## config.mk

```make
export PLATFORM = sky130hd
export DESIGN_NAME = irpc_top
export DESIGN_NICKNAME = d
export VERILOG_FILES = /design/src/irpc_pkg.sv /design/src/irpc_pulse_gen.sv /design/src/irpc_carrier_fsm.sv /design/src/irpc_top.sv
export SDC_FILE = /design/constraint.sdc
export NUM_CORES = 1
export LEC_CHECK = 0
export BUFFER_PORTS_ARGS = -buffer_cell sky130_fd_sc_hd__clkbuf_2
export CORE_MARGIN = 5
export CORE_UTILIZATION = 40
export CTS_CLUSTER_DIAMETER = 60
export DETAILED_ROUTE_END_ITERATION = 10
export PLACE_DENSITY = 0.65
export SYNTH_ARGS = -nofsm -noshare
export SYNTH_HDL_FRONTEND = slang
export SYNTH_SLANG_ARGS = --single-unit
```

## constraint.sdc

```tcl
create_clock -name i_clk -period 7.2 [get_ports i_clk]
set_input_delay 0.72 -clock i_clk [delete_from_list [all_inputs] [get_ports i_clk]]
set_output_delay 0.72 -clock i_clk [all_outputs]
set_load 0.02 [all_outputs]
```

## src/irpc_pkg.sv

```systemverilog
// Constants shared by the IR pulse and carrier detect block
package irpc_pkg;

  // ==========================================================
  // Register byte offsets
  localparam logic [11:0] OFS_CTRL_ONE = 12'h00a0;
  localparam logic [11:0] OFS_CTRL_TWO = 12'h00a4;
  localparam logic [11:0] OFS_HOLD     = 12'h00a8;
  localparam logic [11:0] OFS_STATUS   = 12'h00ac;

  // ==========================================================
  // Control one field positions
  localparam int BIT_CONS_EN  = 0;
  localparam int BIT_MACH_EN  = 1;
  localparam int BIT_RX_PWR   = 2;
  localparam int BIT_INVERT   = 3;
  localparam int BIT_TEST     = 4;
  localparam int POS_PRESCALE = 16;
  localparam int BIT_CARRIER  = 24;

  // Control two field positions
  localparam int POS_WAIT     = 0;
  localparam int POS_DELAY    = 8;
  localparam int POS_PULSE_ON_VALUE   = 16;
  localparam int POS_PERIOD   = 24;

  // Status bit positions (write one to clear)
  localparam int STS_HOLD_EMPTY = 0;
  localparam int STS_SAMPLE     = 1;
  localparam int STS_RISE       = 2;
  localparam int STS_FALL       = 3;

  // ==========================================================
  // Values after reset
  localparam logic [7:0]  RST_BYTE = 8'h00;
  localparam logic [15:0] RST_HOLD = 16'h0000;
  localparam logic [3:0]  RST_STS  = 4'h0;

  // ==========================================================
  // Timing
  localparam int CLK_HZ  = 100000000;
  localparam int BAUD_HZ = 3686400;
  // Phase step and modulus of the baud tick accumulator
  localparam logic [20:0] BAUD_STEP = 21'(BAUD_HZ / 100);
  localparam logic [20:0] BAUD_MOD  = 21'(CLK_HZ / 100);
  // Slow clock edges per carrier tick (32.768 kHz gives 7.8 ms)
  localparam int SLOW_DIV_DEFAULT = 256;

endpackage

```

## src/irpc_pulse_gen.sv

```systemverilog
// Consumer remote pulse shaper driven by the prescaled tick
`timescale 1ns/1ps
`default_nettype none
module irpc_pulse_gen (
  input  wire logic        i_clk,
  input  wire logic        i_rst_n,
  input  wire logic        i_enable,
  input  wire logic        i_tick,
  input  wire logic [7:0]  i_period,
  input  wire logic [7:0]  i_pulse_on_value,
  input  wire logic [15:0] i_hold,
  output var  logic        o_out,
  output var  logic        o_hold_empty
);
  typedef struct packed {
    logic [7:0] per_cnt;
    logic [7:0] on_cnt;
    logic [6:0] num;
    logic       onoff;
    logic [7:0] inter;
    logic       lower_next;
    logic       out;
    logic       empty;
  } irpc_pg_t;

  irpc_pg_t st;
  irpc_pg_t next_st;

  always_comb begin
    next_st = st;
    next_st.empty = 1'b0;
    if (!i_enable) begin
      next_st = '0;
    end else if (i_tick) begin
      if (st.per_cnt == 8'h00) begin
        next_st.per_cnt = i_period;
        next_st.on_cnt  = i_pulse_on_value;
        if (st.num <= 7'h01) begin
          if (!st.lower_next) begin
            next_st.num        = i_hold[14:8];
            next_st.onoff      = i_hold[15];
            next_st.inter      = i_hold[7:0];
            next_st.empty      = 1'b1;
            next_st.lower_next = 1'b1;
          end else begin
            next_st.num        = st.inter[6:0];
            next_st.onoff      = st.inter[7];
            next_st.lower_next = 1'b0;
          end
        end else begin
          next_st.num = st.num - 7'h01;
        end
      end else begin
        next_st.per_cnt = st.per_cnt - 8'h01;
        // Frozen at zero so the line cannot rise again this period
        if (st.on_cnt != 8'h00) begin
          next_st.on_cnt = st.on_cnt - 8'h01;
        end
      end
    end
    // High while on time runs; an off segment stays low
    next_st.out = next_st.onoff && (next_st.on_cnt != 8'h00);
  end

  always_ff @(posedge i_clk or negedge i_rst_n) begin
    if (!i_rst_n) begin
      st <= '0;
    end else begin
      st <= next_st;
    end
  end

  assign o_out        = st.out;
  assign o_hold_empty = st.empty;
endmodule
`default_nettype wire

```

## src/irpc_carrier_fsm.sv

```systemverilog
// Carrier detect machine: powers the receiver and samples it
`timescale 1ns/1ps
`default_nettype none
module irpc_carrier_fsm (
  input  wire logic       i_clk,
  input  wire logic       i_rst_n,
  input  wire logic       i_enable,
  input  wire logic       i_tick,
  input  wire logic [7:0] i_delay,
  input  wire logic [7:0] i_wait,
  input  wire logic       i_carrier,
  output var  logic       o_rx_pwr,
  output var  logic       o_sample_hit
);
  typedef struct packed {
    logic [7:0] dly;
    logic [7:0] wt;
    logic       pwr;
    logic       hit;
  } irpc_cf_t;

  irpc_cf_t st;
  irpc_cf_t next_st;

  always_comb begin
    next_st = st;
    next_st.hit = 1'b0;
    if (!i_enable) begin
      next_st = '0;
    end else if (i_tick) begin
      if (st.dly == 8'h00) begin
        next_st.dly = i_delay;
        if (st.wt == 8'h00) begin
          next_st.wt  = i_wait;
          next_st.pwr = 1'b0;
          next_st.hit = st.pwr && i_carrier;
        end else begin
          next_st.wt  = st.wt - 8'h01;
          next_st.pwr = (st.wt == 8'h01);
        end
      end else begin
        next_st.dly = st.dly - 8'h01;
      end
    end
  end

  always_ff @(posedge i_clk or negedge i_rst_n) begin
    if (!i_rst_n) begin
      st <= '0;
    end else begin
      st <= next_st;
    end
  end

  assign o_rx_pwr     = st.pwr;
  assign o_sample_hit = st.hit;
endmodule
`default_nettype wire

```

## src/irpc_top.sv

```systemverilog
// Top of the IR pulse generator and carrier detect block
//
// How it works
// - Pulse generator idle until consumer enable set
// - Baud clock divided by 8-bit prescale
// - Cycle length sets ticks per period
// - On value sets high ticks per period
// - Holding word: two segments, flag plus count
// - Counter empty loads upper byte and flag
// - Output high until on counter ends, frozen
// - Then lower byte loads counter and flag
// - Off flag keeps output low for periods
// - Upper load moves lower byte, flags empty
// - Delay counter reloads at zero, 7.8 ms
// - Delay terminal steps wait counter, reloads
// - Receiver power asserts at wait zero
// - Power drops at next wait step
// - Sample carrier at power drop, flag if 1
// - Flag every carrier rise
// - Flag every carrier fall
// - Invert bit makes output active low
// - Machine enable gates receiver power counters
`timescale 1ns/1ps
`default_nettype none
module irpc_top #(
  parameter int SLOW_DIV = irpc_pkg::SLOW_DIV_DEFAULT
) (
  input  wire logic        i_clk,
  input  wire logic        i_reset_n,
  input  wire logic [11:0] i_addr,
  input  wire logic [31:0] i_wdata,
  input  wire logic        i_wr,
  input  wire logic        i_rd,
  output var  logic [31:0] o_rdata,
  input  wire logic        i_carrier_present_input,
  input  wire logic        i_slow_clk,
  output var  logic        o_ir_output_pin,
  output var  logic        o_receiver_power_pin,
  output var  logic        o_holding_empty_irq,
  output var  logic        o_carrier_sample_irq,
  output var  logic        o_carrier_rise_irq,
  output var  logic        o_carrier_fall_irq
);

  // ==========================================================
  // Reset release
  logic [1:0] rst_sync;
  logic       rst_n;

  always_ff @(posedge i_clk or negedge i_reset_n) begin
    if (!i_reset_n) begin
      rst_sync <= 2'b00;
    end else begin
      rst_sync <= {rst_sync[0], 1'b1};
    end
  end

  assign rst_n = rst_sync[1];

  // ==========================================================
  // State
  typedef struct packed {
    logic        cons_en;
    logic        mach_en;
    logic        rx_manual;
    logic        invert;
    logic        test;
    logic [7:0]  prescale;
    logic [7:0]  period;
    logic [7:0]  pulse_on_value;
    logic [7:0]  delay;
    logic [7:0]  waitv;
    logic [15:0] hold;
    logic [3:0]  sts;
    logic [31:0] rdata;
    logic        cd_s0;
    logic        cd_s1;
    logic        cd_s2;
    logic        sc_s0;
    logic        sc_s1;
    logic        sc_s2;
    logic [19:0] acc;
    logic [7:0]  pre;
    logic        ptick;
    logic [15:0] slow_cnt;
    logic        ctick;
    logic        ir;
    logic        rxp;
  } irpc_top_t;

  irpc_top_t st;
  irpc_top_t next_st;

  logic        pg_out;
  logic        pg_empty;
  logic        cf_pwr;
  logic        cf_hit;
  logic [20:0] acc_sum;
  logic        baud_tick;
  logic [3:0]  set_bits;

  // ==========================================================
  // Submodules
  irpc_pulse_gen u_pulse (
    .i_clk        (i_clk),
    .i_rst_n      (rst_n),
    .i_enable     (st.cons_en),
    .i_tick       (st.ptick),
    .i_period     (st.period),
    .i_pulse_on_value     (st.pulse_on_value),
    .i_hold       (st.hold),
    .o_out        (pg_out),
    .o_hold_empty (pg_empty)
  );

  irpc_carrier_fsm u_carrier (
    .i_clk        (i_clk),
    .i_rst_n      (rst_n),
    .i_enable     (st.mach_en),
    .i_tick       (st.ctick),
    .i_delay      (st.delay),
    .i_wait       (st.waitv),
    .i_carrier    (st.cd_s1),
    .o_rx_pwr     (cf_pwr),
    .o_sample_hit (cf_hit)
  );

  // ==========================================================
  // Register read data
  function automatic logic [31:0] read_word(input irpc_top_t s,
                                            input logic [11:0] a);
    logic [31:0] w;
    w = 32'h0000_0000;
    if (a == irpc_pkg::OFS_CTRL_ONE) begin
      w[irpc_pkg::BIT_CONS_EN] = s.cons_en;
      w[irpc_pkg::BIT_MACH_EN] = s.mach_en;
      w[irpc_pkg::BIT_RX_PWR]  = s.rx_manual;
      w[irpc_pkg::BIT_INVERT]  = s.invert;
      w[irpc_pkg::BIT_TEST]    = s.test;
      w[irpc_pkg::POS_PRESCALE +: 8] = s.prescale;
      w[irpc_pkg::BIT_CARRIER] = s.cd_s1;
    end else if (a == irpc_pkg::OFS_STATUS) begin
      w[3:0] = s.sts;
    end
    // Control two and holding are write-only and read zero
    return w;
  endfunction

  // ==========================================================
  // Next state
  always_comb begin
    next_st = st;
    acc_sum = 21'h00_0000;
    baud_tick = 1'b0;
    set_bits = 4'h0;

    // Pins pass two flip-flops before any logic reads them
    next_st.cd_s0 = i_carrier_present_input;
    next_st.cd_s1 = st.cd_s0;
    next_st.cd_s2 = st.cd_s1;
    next_st.sc_s0 = i_slow_clk;
    next_st.sc_s1 = st.sc_s0;
    next_st.sc_s2 = st.sc_s1;

    // Baud tick at 3.6864 MHz on average; jitter is one cycle
    acc_sum = {1'b0, st.acc} + irpc_pkg::BAUD_STEP;
    if (acc_sum >= irpc_pkg::BAUD_MOD) begin
      acc_sum = acc_sum - irpc_pkg::BAUD_MOD;
      baud_tick = 1'b1;
    end
    next_st.acc = acc_sum[19:0];
    // Test mode puts the baud and carrier ticks on every clock
    if (st.test) begin
      baud_tick = 1'b1;
    end

    // Prescaler gives one tick every prescale+1 baud ticks
    next_st.ptick = 1'b0;
    if (!st.cons_en) begin
      next_st.pre = irpc_pkg::RST_BYTE;
    end else if (baud_tick) begin
      if (st.pre == 8'h00) begin
        next_st.pre   = st.prescale;
        next_st.ptick = 1'b1;
      end else begin
        next_st.pre = st.pre - 8'h01;
      end
    end

    // Carrier tick from rising slow clock edges
    next_st.ctick = 1'b0;
    if (st.test) begin
      next_st.ctick = 1'b1;
    end else if (st.sc_s1 && !st.sc_s2) begin
      if (st.slow_cnt == 16'(SLOW_DIV - 1)) begin
        next_st.slow_cnt = 16'h0000;
        next_st.ctick    = 1'b1;
      end else begin
        next_st.slow_cnt = st.slow_cnt + 16'h0001;
      end
    end

    // Event flags
    set_bits[irpc_pkg::STS_HOLD_EMPTY] = pg_empty;
    set_bits[irpc_pkg::STS_SAMPLE]     = cf_hit;
    set_bits[irpc_pkg::STS_RISE] = st.cd_s1 && !st.cd_s2;
    set_bits[irpc_pkg::STS_FALL] = !st.cd_s1 && st.cd_s2;

    // Register writes
    if (i_wr) begin
      if (i_addr == irpc_pkg::OFS_CTRL_ONE) begin
        next_st.cons_en   = i_wdata[irpc_pkg::BIT_CONS_EN];
        next_st.mach_en   = i_wdata[irpc_pkg::BIT_MACH_EN];
        next_st.rx_manual = i_wdata[irpc_pkg::BIT_RX_PWR];
        next_st.invert    = i_wdata[irpc_pkg::BIT_INVERT];
        next_st.test      = i_wdata[irpc_pkg::BIT_TEST];
        next_st.prescale  = i_wdata[irpc_pkg::POS_PRESCALE +: 8];
      end else if (i_addr == irpc_pkg::OFS_CTRL_TWO) begin
        next_st.period = i_wdata[irpc_pkg::POS_PERIOD +: 8];
        next_st.pulse_on_value = i_wdata[irpc_pkg::POS_PULSE_ON_VALUE +: 8];
        next_st.delay  = i_wdata[irpc_pkg::POS_DELAY +: 8];
        next_st.waitv  = i_wdata[irpc_pkg::POS_WAIT +: 8];
      end else if (i_addr == irpc_pkg::OFS_HOLD) begin
        next_st.hold = i_wdata[15:0];
      end else if (i_addr == irpc_pkg::OFS_STATUS) begin
        next_st.sts = st.sts & ~i_wdata[3:0];
      end
    end
    // A flag raised in the clearing cycle survives
    next_st.sts = next_st.sts | set_bits;

    // Read data stands in the cycle after the strobe only
    if (i_rd) begin
      next_st.rdata = read_word(st, i_addr);
    end else begin
      next_st.rdata = 32'h0000_0000;
    end

    // Pins
    next_st.ir  = pg_out ^ st.invert;
    next_st.rxp = cf_pwr | st.rx_manual;
  end

  // ==========================================================
  // Registers
  always_ff @(posedge i_clk or negedge rst_n) begin
    if (!rst_n) begin
      st <= '0;
    end else begin
      st <= next_st;
    end
  end

  // ==========================================================
  // Outputs
  assign o_rdata              = st.rdata;
  assign o_ir_output_pin      = st.ir;
  assign o_receiver_power_pin = st.rxp;
  assign o_holding_empty_irq  = st.sts[irpc_pkg::STS_HOLD_EMPTY];
  assign o_carrier_sample_irq = st.sts[irpc_pkg::STS_SAMPLE];
  assign o_carrier_rise_irq   = st.sts[irpc_pkg::STS_RISE];
  assign o_carrier_fall_irq   = st.sts[irpc_pkg::STS_FALL];

endmodule
`default_nettype wire

```

==> key figures, run 1 <==
Run status
  – Status: finished clean

Synth
  – Asr flop ratio synth: 100%
  – Cell type with the largest total area after synthesis: dfrtp_1
  – Main flop type after synthesis: dfrtp_1
  – Synth Instances: 879
  – Syn Area/Cell: 10.2 um^2
  – Count leader, synth: dfrtp_1
  – Top cells by area, synth: dfrtp_1 (51%), mux2_2 (7.4%), o21ai_0 (3.5%), nand2_1 (3.2%), nor2_1 (3.1%)
  – EDFF count, synth: 0
  – Yosys cell types: 69
  – Sequential element share of the synthesized area: 50.9%
  – Yosys top cell area share: 50.9%
  – Synth top cells by count: dfrtp_1 (182), nand2_1 (77), nor2_1 (74)
  – Yosys reg bits: 182
  – Mapped cell area: 0.00894 mm^2
  – Synth Warn #: 0

Cells and area
  – Layout net count: 990
  – Fillers: 2080
  – Register Area: 0.00456 mm^2
  – Multi-input logic area: 0.00395 mm^2
  – Non-filler instance count after layout: 1217
  – Final core utilization: 45.6%
  – P&R area growth vs syn: 11.6%
  – Ant. Diodes: 0
  – Layout cell share with drive strength beyond 1: 19.4%

STA
  – Tcrit/Tclk final: 48.4%
  – Slew Limit Fails: 0
  – Setup TNS: 0 ps
  – Fin. Hold Viols: 0
  – Final Skew: 12.1 ps
  – Slew @ Worst Pin: 1020 ps
  – Final setup viols: 0
  – RSZ-0062 raised after global routing: no
  – Slew headroom: 31.7%
  – Crit path time final: 3490 ps
  – Max Freq: 287 MHz

Floorplan
  – I/O Pins: 88
  – Row cnt: 54
  – Initial Util: 40.8%
  – Die X: 160 um
  – Core area: 0.0219 mm^2
  – Die H: 160 um
  – Die ar.: 0.0254 mm^2

Detailed routing
  – Drt first pass iters: 5
  – DRC viols: 0
  – Final WL: 19000 um
  – Initial DRC Count: 328
  – DR vias/cell: 5.35
  – Via count: 6505
  – Wire per inst: 15.6 um
  – Final antenna-violating net count: 0

Worst setup path
  – Element type at the critical path end: flop
  – Critical path arrival: 3790 ps
  – Largest fanout on the critical path: 17
  – CP Launch Type: flop
  – FF-to-FF path depth: 9
  – Worst Path Required: 7500 ps
  – Kind of critical path: reg -> reg

Global route
  – Tot GR Track Use: 15.2%
  – Vias in the first global route: 6256
  – First-pass GRT wire length: 32300 um
  – Largest net degree at the start of global routing: 78
  – Antenna violations before repair: 0
  – Total gr overflow: 0

Power and ir drop
  – Sw Pwr: 0.630 mW
  – Leakage: 4.64 nW
  – Reg power frac: 49.6%
  – Peak VDD IR: 141 uV
  – Switch share: 27.2%
  – Pwr per Cell Area: 232 mW/mm^2
  – Int Pwr: 1.69 mW
  – Comb pwr share: 11.1%
  – Clk pwr share: 39.4%

Run
  – Maxcap violations: 0

CTS
  – Clk_lat worst skew: 430 ps
  – Post_cts resized: 0
  – Clock root buffer: clkbuf_16
  – Total CTS buffers: 17
  – # hold bufs at CTS: 0
  – Longest Clk Path Bufs: 2
  – # H-tree levels: 4
  – TritonCTS clock tree: yes
  – Clk slew on worst S/H paths: 70 ps
  – TritonCTS Sinks: 182
  – # Post-CTS Setup Buffers: 0

Place
  – GP Congestion: 0.806
  – # placed instances: 1185
  – DP Wirelength: 13400 um
  – Number of buffers added on ports: 69

Hold path
  – Hold Crit Class: in -> async
## area by class of cell
cell class | count | area share (%)
clock buffers | 18 | 4.40
clock inverters | 14 | 1.39
inverters | 33 | 1.24
multi-input cells | 612 | 39.6
flip-flops and latches | 182 | 45.7
well taps | 280 | 3.51
repair buffers | 78 | 4.14
## cell families (layout without fill, tap and decap cells)
kind of cell / after synthesis / count (layout) / synth area share (%)
flops: 182 / 182 / 50.9
simple gates: 293 / 293 / 16.0
fa+ha+maj: 16 / 16 / 2.24
buf+inv: 102 / 143 / 5.72
xor+xnor: 27 / 27 / 2.64
compound gates: 180 / 180 / 13.0
other cells: 2 / 19 / 0.0840
mux: 77 / 77 / 9.45
## worst paths after layout
| path | from | end | slack, ps |
|---|---|---|---|
| max reg2reg | u_pulse.st[27]$_DFFE_PN0P_ | u_pulse.o_out$_DFF_PN0_ | 3710 |
| max in group asynchronous | rst_sync[1]$_DFF_PN0_ | u_pulse.st[2]$_DFFE_PN0P_ | 5670 |
| min in group i_clk | next_st[52]$_DFF_PN0_ | next_st[51]$_DFF_PN0_ | 350 |
| min | i_reset_n | rst_sync[1]$_DFF_PN0_ | 60 |
| max | u_pulse.st[27]$_DFFE_PN0P_ | u_pulse.o_out$_DFF_PN0_ | 3710 |
| min reg2reg | rst_sync[1]$_DFF_PN0_ | u_pulse.st[27]$_DFFE_PN0P_ | 260 |
## registers in the layout, summed over array words and instances, names as in the netlist
| register | cells |
|---|---|
| next_st | 4 |
| o_ir_output_pin | 1 |
| u_pulse.st | 33 |
| u_carrier.st | 16 |
| u_carrier.o_rx_pwr | 1 |
| st | 103 |
| o_carrier_sample_irq | 1 |
| o_receiver_power_pin | 1 |
| o_holding_empty_irq | 1 |
| u_pulse.o_out | 1 |
| rst_sync | 2 |
| u_pulse.o_hold_empty | 1 |
| u_carrier.o_sample_hit | 1 |
| o_carrier_rise_irq | 1 |
| o_rdata | 14 |
| o_carrier_fall_irq | 1 |
## layer usage
layer | vias to the layer above | track usage (%) | routed length [um]
met1 | 3177 | 21.8 | 9250
met4 | 0 | 4.07 | 246
li1 | 3168 | - | -
met2 | 139 | 23.3 | 8760
met5 | - | 0 | 0
met3 | 21 | 3.57 | 774
## cells in the final DEF, fill, tap and decap left out, drive strengths merged, types with 19 or more instances in the layout
master and count:
dfrtp 182, clkbuf 87, nand2 77, nor2 75
o21ai 64, mux2 59, inv 40, a21oi 36
nand3 28, nor3 25, conb 19
## worst max-delay path, stage by stage (launching register included)
cell and delay (ps):
dfrtp_1 410, inv_1 90, ha_1 140, or3b_2 480
nor2_1 790, o21ai_0 220, a32o_1 320, or3_1 290
or3_1 300, o41a_1 310
## power groups by stage
stage / Clock, mW / Sequential [mW] / Combinational (mW)
floorplan: 0 / 1.16 / 0.197
global placement: 0 / 1.17 / 0.249
detailed placement: 0 / 1.17 / 0.259
CTS: 0.943 / 1.15 / 0.261
global route: 0.989 / 1.16 / 0.293
finish: 0.913 / 1.15 / 0.257
## per-stage QoR
step | area, um^2 | power [mW] | hold slack, ps | setup WS [ps]
final | 9980 | 2.32 | 57.4 | 3710
after global routing | 9980 | 2.44 | 28.0 | 3430
after CTS | 9980 | 2.35 | 36.7 | 3680
after detailed placement | 9400 | 1.43 | 276 | 3720
after global placement | 9400 | 1.41 | 275 | 3790
after floorplan | 9000 | 1.35 | 331 | 1750
No activity file was read; power rests on OpenSTA's default activity.
==> run 2, diff against run 1 <==
==> constraint.sdc (replaced) <==
create_clock -name i_clk -period 3.5 [get_ports i_clk]
set_input_delay 0.35 -clock i_clk [delete_from_list [all_inputs] [get_ports i_clk]]
set_output_delay 0.35 -clock i_clk [all_outputs]
set_load 0.02 [all_outputs]
==> run 2 against run 1 <==
- critical path depth unchanged
- sequential power rose by 110%
- hold slack got worse by 25 ps
- non-clock buffer count rose by 6
- sequential share of layout area decreased by 0.18 points
- register-to-register slack worse by 3300 ps
- maximum frequency grew 13%
- clock-buffer cell count is 3 higher
==> key figures, run 2 (synthesis gave the netlist of run 1 again) <==
STA
  – RSZ-0062 raised after global routing: no
  – Slew Limit Fails: 0
  – Tcrit/Tclk final: 87.9%
  – Crit path time final: 3080 ps
  – Fin. Hold Viols: 0
  – Max Freq: 325 MHz
  – Setup TNS: 0 ps
  – Slew @ Worst Pin: 922 ps
  – Final Skew: 13.1 ps
  – Slew headroom: 38.5%
  – Final setup viols: 0

Run
  – Maxcap violations: 0

CTS
  – Clock root buffer: clkbuf_16
  – Post_cts resized: 0
  – # Post-CTS Setup Buffers: 0
  – Clk_lat worst skew: 430 ps
  – # H-tree levels: 4
  – TritonCTS clock tree: yes
  – Clk slew on worst S/H paths: 70 ps
  – TritonCTS Sinks: 182
  – Total CTS buffers: 17
  – Longest Clk Path Bufs: 2

Detailed routing
  – Wire per inst: 15.8 um
  – Final WL: 19400 um
  – DR vias/cell: 5.35
  – Via count: 6546
  – DRC viols: 0
  – Final antenna-violating net count: 0
  – Drt first pass iters: 4
  – Initial DRC Count: 370

Floorplan
  – I/O Pins: 88
  – Die X: 160 um
  – Row cnt: 54
  – Die H: 160 um
  – Die ar.: 0.0254 mm^2
  – Initial Util: 40.8%
  – Core area: 0.0219 mm^2

Worst setup path
  – FF-to-FF Start: u_pulse.st[27]$_DFFE_PN0P_
  – CP Launch Type: flop
  – Critical path arrival: 3390 ps
  – Element type at the critical path end: flop
  – Worst Path Required: 3810 ps
  – Critical Path Source: u_pulse.st[27]$_DFFE_PN0P_
  – Kind of critical path: reg -> reg
  – Largest fanout on the critical path: 15

Global route
  – Grt met1 use: 21.9%
  – Total gr overflow: 0
  – Grt met2 use: 23.9%
  – Tot GR Track Use: 15.4%
  – Busiest grt layer: met2
  – First-pass GRT wire length: 32500 um
  – Antenna violations before repair: 0
  – Largest net degree at the start of global routing: 75
  – M3 GR Usage: 3.08%
  – Vias in the first global route: 6347

Power and ir drop
  – Total power: 4.72 mW
  – Peak VDD IR: 305 uV
  – Leakage: 4.65 nW
  – Pwr per Cell Area: 471 mW/mm^2

Cells and area
  – Commonest non-fill, non-tap cell in the layout: dfrtp_1
  – Most frequent cells in the layout: dfrtp_1 (181), nand2_1 (77), nor2_1 (74)
  – Biggest register: st
  – Ant. Diodes: 0
  – Layout cell share with drive strength beyond 1: 19.5%
  – Register Area: 0.00456 mm^2
  – Fillers: 2106
  – Biggest registers after layout: st: 103 flops, u_pulse.st: 33 flops, u_carrier.st: 16 flops
  – Multi-input logic area: 0.00395 mm^2
  – Max reg flops: 103
  – Layout net count: 996
  – P&R area growth vs syn: 12.0%

Run status
  – Status: finished clean

Place
  – GP Congestion: 0.857
  – DP Wirelength: 13500 um
  – Number of buffers added on ports: 69

Hold path
  – Hold Crit Class: in -> reg
  – HP Start: i_slow_clk
[run 2: cell count changes in the layout (fill, tap and decap cells not counted)]
cell | before | now
inv_6 | 6 | 2
buf_4 | 9 | 12
clkbuf_1 | 0 | 2
clkinv_4 | 1 | 3
dlygate4sd3_1 | 0 | 2
buf_12 | 0 | 1
bufinv_16 | 1 | 0
clkbuf_8 | 1 | 2
clkinv_2 | 2 | 1
clkinvlp_4 | 2 | 3
[run 2: critical path, cell delays in order, from the launching register on]
cell	delay (ps)
dfrtp_1	410
inv_1	90
ha_1	130
or3b_2	470
or2_1	410
a31o_1	280
a32o_1	200
or3_1	320
or3_1	330
o41a_1	310
[run 2: stage by stage]
stage | instance area (um^2) | hold WS (ps) | setup WS [ps] | instances | utilization, %
finish | 10000 | 32.5 | 423 | 1223 | 45.8
global route | 10000 | 14.4 | 284 | 1223 | 45.8
CTS | 10000 | 5.77 | 431 | 1222 | 45.7
detailed placement | 9440 | 139 | 461 | 1189 | 43.1
global placement | 9440 | 136 | 483 | 1189 | 43.1
floorplan | 9010 | 54.4 | 496 | 896 | -
[run 2: worst paths after layout]
path	endpoint	slack, ps	cells past startpoint
setup / recovery	u_pulse.o_out$_DFF_PN0_	420	9
hold / removal	next_st[49]$_DFF_PN0_	30	1
setup reg to reg	u_pulse.o_out$_DFF_PN0_	420	9
hold reg to reg	rst_sync[1]$_DFF_PN0_	360	0
max in group asynchronous	st[115]$_DFFE_PN0P_	2260	1
min in group asynchronous	rst_sync[1]$_DFF_PN0_	230	2
[run 2: layer usage]
metal | part of all wire [%] | routed length [um] | up-vias
li1 | - | - | 3172
met1 | 49 | 9540 | 3227
met2 | 46 | 8960 | 132
met3 | 3.5 | 683 | 15
met4 | 1.0 | 197 | 0
met5 | 0 | 0 | -
[run 2: power breakdown]
part,internal [mW],total (mW),switching [mW]
clock network,0.963,1.82,0.859
registers,2.22,2.37,0.150
logic,0.235,0.526,0.291
total,3.42,4.72,1.30
[run 2: cell type report]
| type | count | area share (%) |
|---|---|---|
| inverter | 33 | 1.24 |
| multi-input combinational | 612 | 39.5 |
| clock inverter | 11 | 0.937 |
| clock buffer | 21 | 4.60 |
| tap | 280 | 3.50 |
| timing repair buffer | 84 | 4.75 |
| sequential | 182 | 45.5 |
[run 2: repair_timing]
| item | 4_1_cts | 5_1_grt |
|---|---|---|
| endpoints found under the hold margin | 2 | 1 |
| endpoints found under the setup margin | 0 | 0 |
| hold buffers | 1 | 1 |
==> run 3, diff against run 2 <==
--- a/config.mk
+++ b/config.mk
@@ -5,12 +5,13 @@
 export SDC_FILE = /design/constraint.sdc
 export NUM_CORES = 1
 export LEC_CHECK = 0
+export ABC_AREA = 1
 export BUFFER_PORTS_ARGS = -buffer_cell sky130_fd_sc_hd__clkbuf_2
 export CORE_MARGIN = 5
 export CORE_UTILIZATION = 40
 export CTS_CLUSTER_DIAMETER = 60
 export DETAILED_ROUTE_END_ITERATION = 10
-export PLACE_DENSITY = 0.65
+export PLACE_DENSITY = 0.69
 export SYNTH_ARGS = -nofsm -noshare
 export SYNTH_HDL_FRONTEND = slang
 export SYNTH_SLANG_ARGS = --single-unit
==> run 3 against run 2 <==
- final cell count increased by 16%
- critical path depth increased by 1
- first-iteration DRC count increased by 2.7%
- synthesized cell count increased by 21%
- utilization decreased by 0.30 points
- largest cell class unchanged
- total power decreased by 5.8%
- clock skew decreased by 6.5 ps
==> key figures, run 3 <==
Detailed routing
  – Final antenna-violating net count: 0
  – DR vias/cell: 4.92
  – Final WL: 19200 um
  – Initial DRC Count: 380
  – Drt first pass iters: 5
  – Via count: 6961
  – Wire per inst: 13.5 um
  – DRC viols: 0

Synth
  – Main flop type after synthesis: dfrtp_1
  – Synth Warn #: 0
  – Cell type with the largest total area after synthesis: dfrtp_1
  – Synth top cells by count: nand2_1 (203), dfrtp_1 (182), inv_1 (138)
  – Largest family of logic cells by synthesized area: simple AND/OR/NAND/NOR gates
  – Post-Synth XOR/XNOR Area: 2.99%
  – Simple-Gate Fraction of Synth Area: 21.3%
  – Post-synthesis mux area share: 1.33%
  – Synth Instances: 1063
  – Compound-gate portion of the synthesized area: 12.0%
  – EDFF count, synth: 0
  – Adder-cell share of the synthesized area: 2.21%
  – Asr flop ratio synth: 100%
  – Yosys top cell area share: 50.4%
  – Top cells by area, synth: dfrtp_1 (50%), nand2_1 (8.4%), o21ai_0 (5.9%), inv_1 (5.7%), nand3_1 (4.2%)
  – Syn Area/Cell: 8.51 um^2
  – Sequential element share of the synthesized area: 50.4%
  – Yosys cell types: 50
  – Mapped cell area: 0.00904 mm^2
  – Yosys reg bits: 182
  – Count leader, synth: nand2_1

Hold path
  – Hold Crit Depth: 1
  – HP Start: i_carrier_present_input
  – Hold Crit Class: in -> reg
  – Hold Path End: next_st[52]$_DFF_PN0_

Cells and area
  – Multi-input logic area: 0.00367 mm^2
  – Biggest register: st
  – P&R area growth vs syn: 12.8%
  – Max reg flops: 103
  – Commonest non-fill, non-tap cell in the layout: nand2_1
  – Biggest registers after layout: st: 103 flops, u_pulse.st: 33 flops, u_carrier.st: 16 flops
  – Layout cell share with drive strength beyond 1: 12.5%
  – Ant. Diodes: 0
  – Layout net count: 1184
  – Register Area: 0.00456 mm^2
  – Final core utilization: 45.5%
  – Fillers: 2167
  – Most frequent cells in the layout: nand2_1 (203), dfrtp_1 (181), inv_1 (138)

Floorplan
  – Die ar.: 0.0257 mm^2
  – Initial Util: 40.3%
  – I/O Pins: 88
  – Die X: 160 um
  – Row cnt: 55
  – Core area: 0.0224 mm^2
  – Die H: 160 um

Global route
  – First-pass GRT wire length: 32100 um
  – Tot GR Track Use: 15.1%
  – Largest net degree at the start of global routing: 65
  – Vias in the first global route: 6778
  – Antenna violations before repair: 0
  – Total gr overflow: 0

STA
  – Fin. Hold Viols: 0
  – Slew Limit Fails: 0
  – Final setup viols: 0
  – Slew headroom: 48.0%
  – Setup TNS: 0 ps
  – RSZ-0062 raised after global routing: no
  – Max Freq: 446 MHz
  – Slew @ Worst Pin: 772 ps
  – Tcrit/Tclk final: 64.1%
  – Slack of the critical path: 1260 ps
  – Final Skew: 6.61 ps
  – Crit path time final: 2240 ps

Worst setup path
  – R2r setup slk: 1260 ps
  – Element type at the critical path end: flop
  – Kind of critical path: reg -> reg
  – Critical path arrival: 2610 ps
  – Terminus of the critical flop-to-flop path: st[25]$_DFFE_PN0P_
  – Largest fanout on the critical path: 22
  – Worst Path Required: 3870 ps
  – FF-to-FF path depth: 10
  – CP Launch Type: flop
  – FF-to-FF Start: st[40]$_DFF_PN0_

Power and ir drop
  – Total power: 4.44 mW
  – Peak VDD IR: 318 uV
  – Leakage: 5.24 nW
  – Pwr per Cell Area: 436 mW/mm^2

CTS
  – Post_cts resized: 0
  – Total CTS buffers: 17
  – Clk_lat worst skew: 430 ps
  – # Post-CTS Setup Buffers: 0
  – Longest Clk Path Bufs: 2
  – TritonCTS clock tree: yes
  – TritonCTS Sinks: 182
  – # H-tree levels: 4
  – Clk slew on worst S/H paths: 70 ps
  – Clock root buffer: clkbuf_16
  – # hold bufs at CTS: 1

Place
  – GP Congestion: 0.866
  – Post-place setup slack: 1200 ps
  – Number of buffers added on ports: 69
  – DP Wirelength: 14000 um

Run status
  – Status: finished clean

Run
  – Maxcap violations: 0
[run 3: changes by cell type in the layout (fill, tap and decap cells not counted), moves of 10 or more]
cell and delta:
inv_1 +106, nor2_1 +22, xor2_1 +15, nand3_1 +47, o22ai_1 +10, a22oi_1 -13
xnor2_1 -13, and2_1 -16, nand2_1 +126, mux2i_1 -15, o21ai_0 +44, nor4_1 -14
mux2_2 -51
[run 3: where the power goes]
group          total (mW)  internal, mW  switching (mW)
registers            2.19          2.14          0.0453
logic               0.173        0.0583           0.115
clock network        2.08          1.28           0.809
total                4.44          3.48           0.969
[run 3: layout make-up]
class	count	share of cell area [%]
inverters	144	5.30
repair buffers	75	4.10
clock inverters	10	1.66
well taps	285	3.50
multi-input cells	698	36.0
clock buffers	22	4.75
flip-flops and latches	182	44.7
[run 3: cells by family after synthesis]
| logic type | Yosys count |
|---|---|
| flops | 182 |
| fa+ha+maj | 16 |
| simple gates | 431 |
| compound gates | 191 |
| mux | 11 |
| other cells | 2 |
| xor+xnor | 30 |
| buf+inv | 200 |
[run 3: worst max path at each step]
stage                                from                    end  slack [ps]  cells after the start
floorplan           rst_sync[1]$_DFF_PN0_  next_st[48]$_DFF_PN0_         500                      0
global placement               i_addr[11]    st[109]$_DFFE_PN0P_        1290                      9
detailed placement              i_addr[9]    st[109]$_DFFE_PN0P_        1200                      9
CTS                      st[40]$_DFF_PN0_     st[25]$_DFFE_PN0P_        1270                     10
global route             st[40]$_DFF_PN0_     st[25]$_DFFE_PN0P_        1020                     10
finish                   st[40]$_DFF_PN0_     st[25]$_DFFE_PN0P_        1260                     10
[run 3: critical path, stage by stage, from the launching register on]
cell,delay [ps]
dfrtp_1,440
ha_1,280
xnor2_2,340
nor2_1,80
o21ai_1,120
nand2_1,120
nand2_2,110
nand3_4,220
nor2_4,290
nand3_1,110
nand2_1,70
[run 3: layer usage]
metal	GRT usage (%)	wire length [um]	vias to the layer above
li1	-	-	3519
met1	20.9	9290	3262
met2	24.1	8620	154
met3	2.80	862	26
met4	5.36	401	0
met5	0	0	-
[run 3: stage by stage]
stage / hold WS, ps / instance area [um^2] / cells
floorplan: 54.4 / 9110 / 1080
global placement: 138 / 9530 / 1383
detailed placement: 138 / 9530 / 1383
CTS: 9.40 / 10200 / 1416
global route: 8.14 / 10200 / 1416
finish: 27.2 / 10200 / 1416
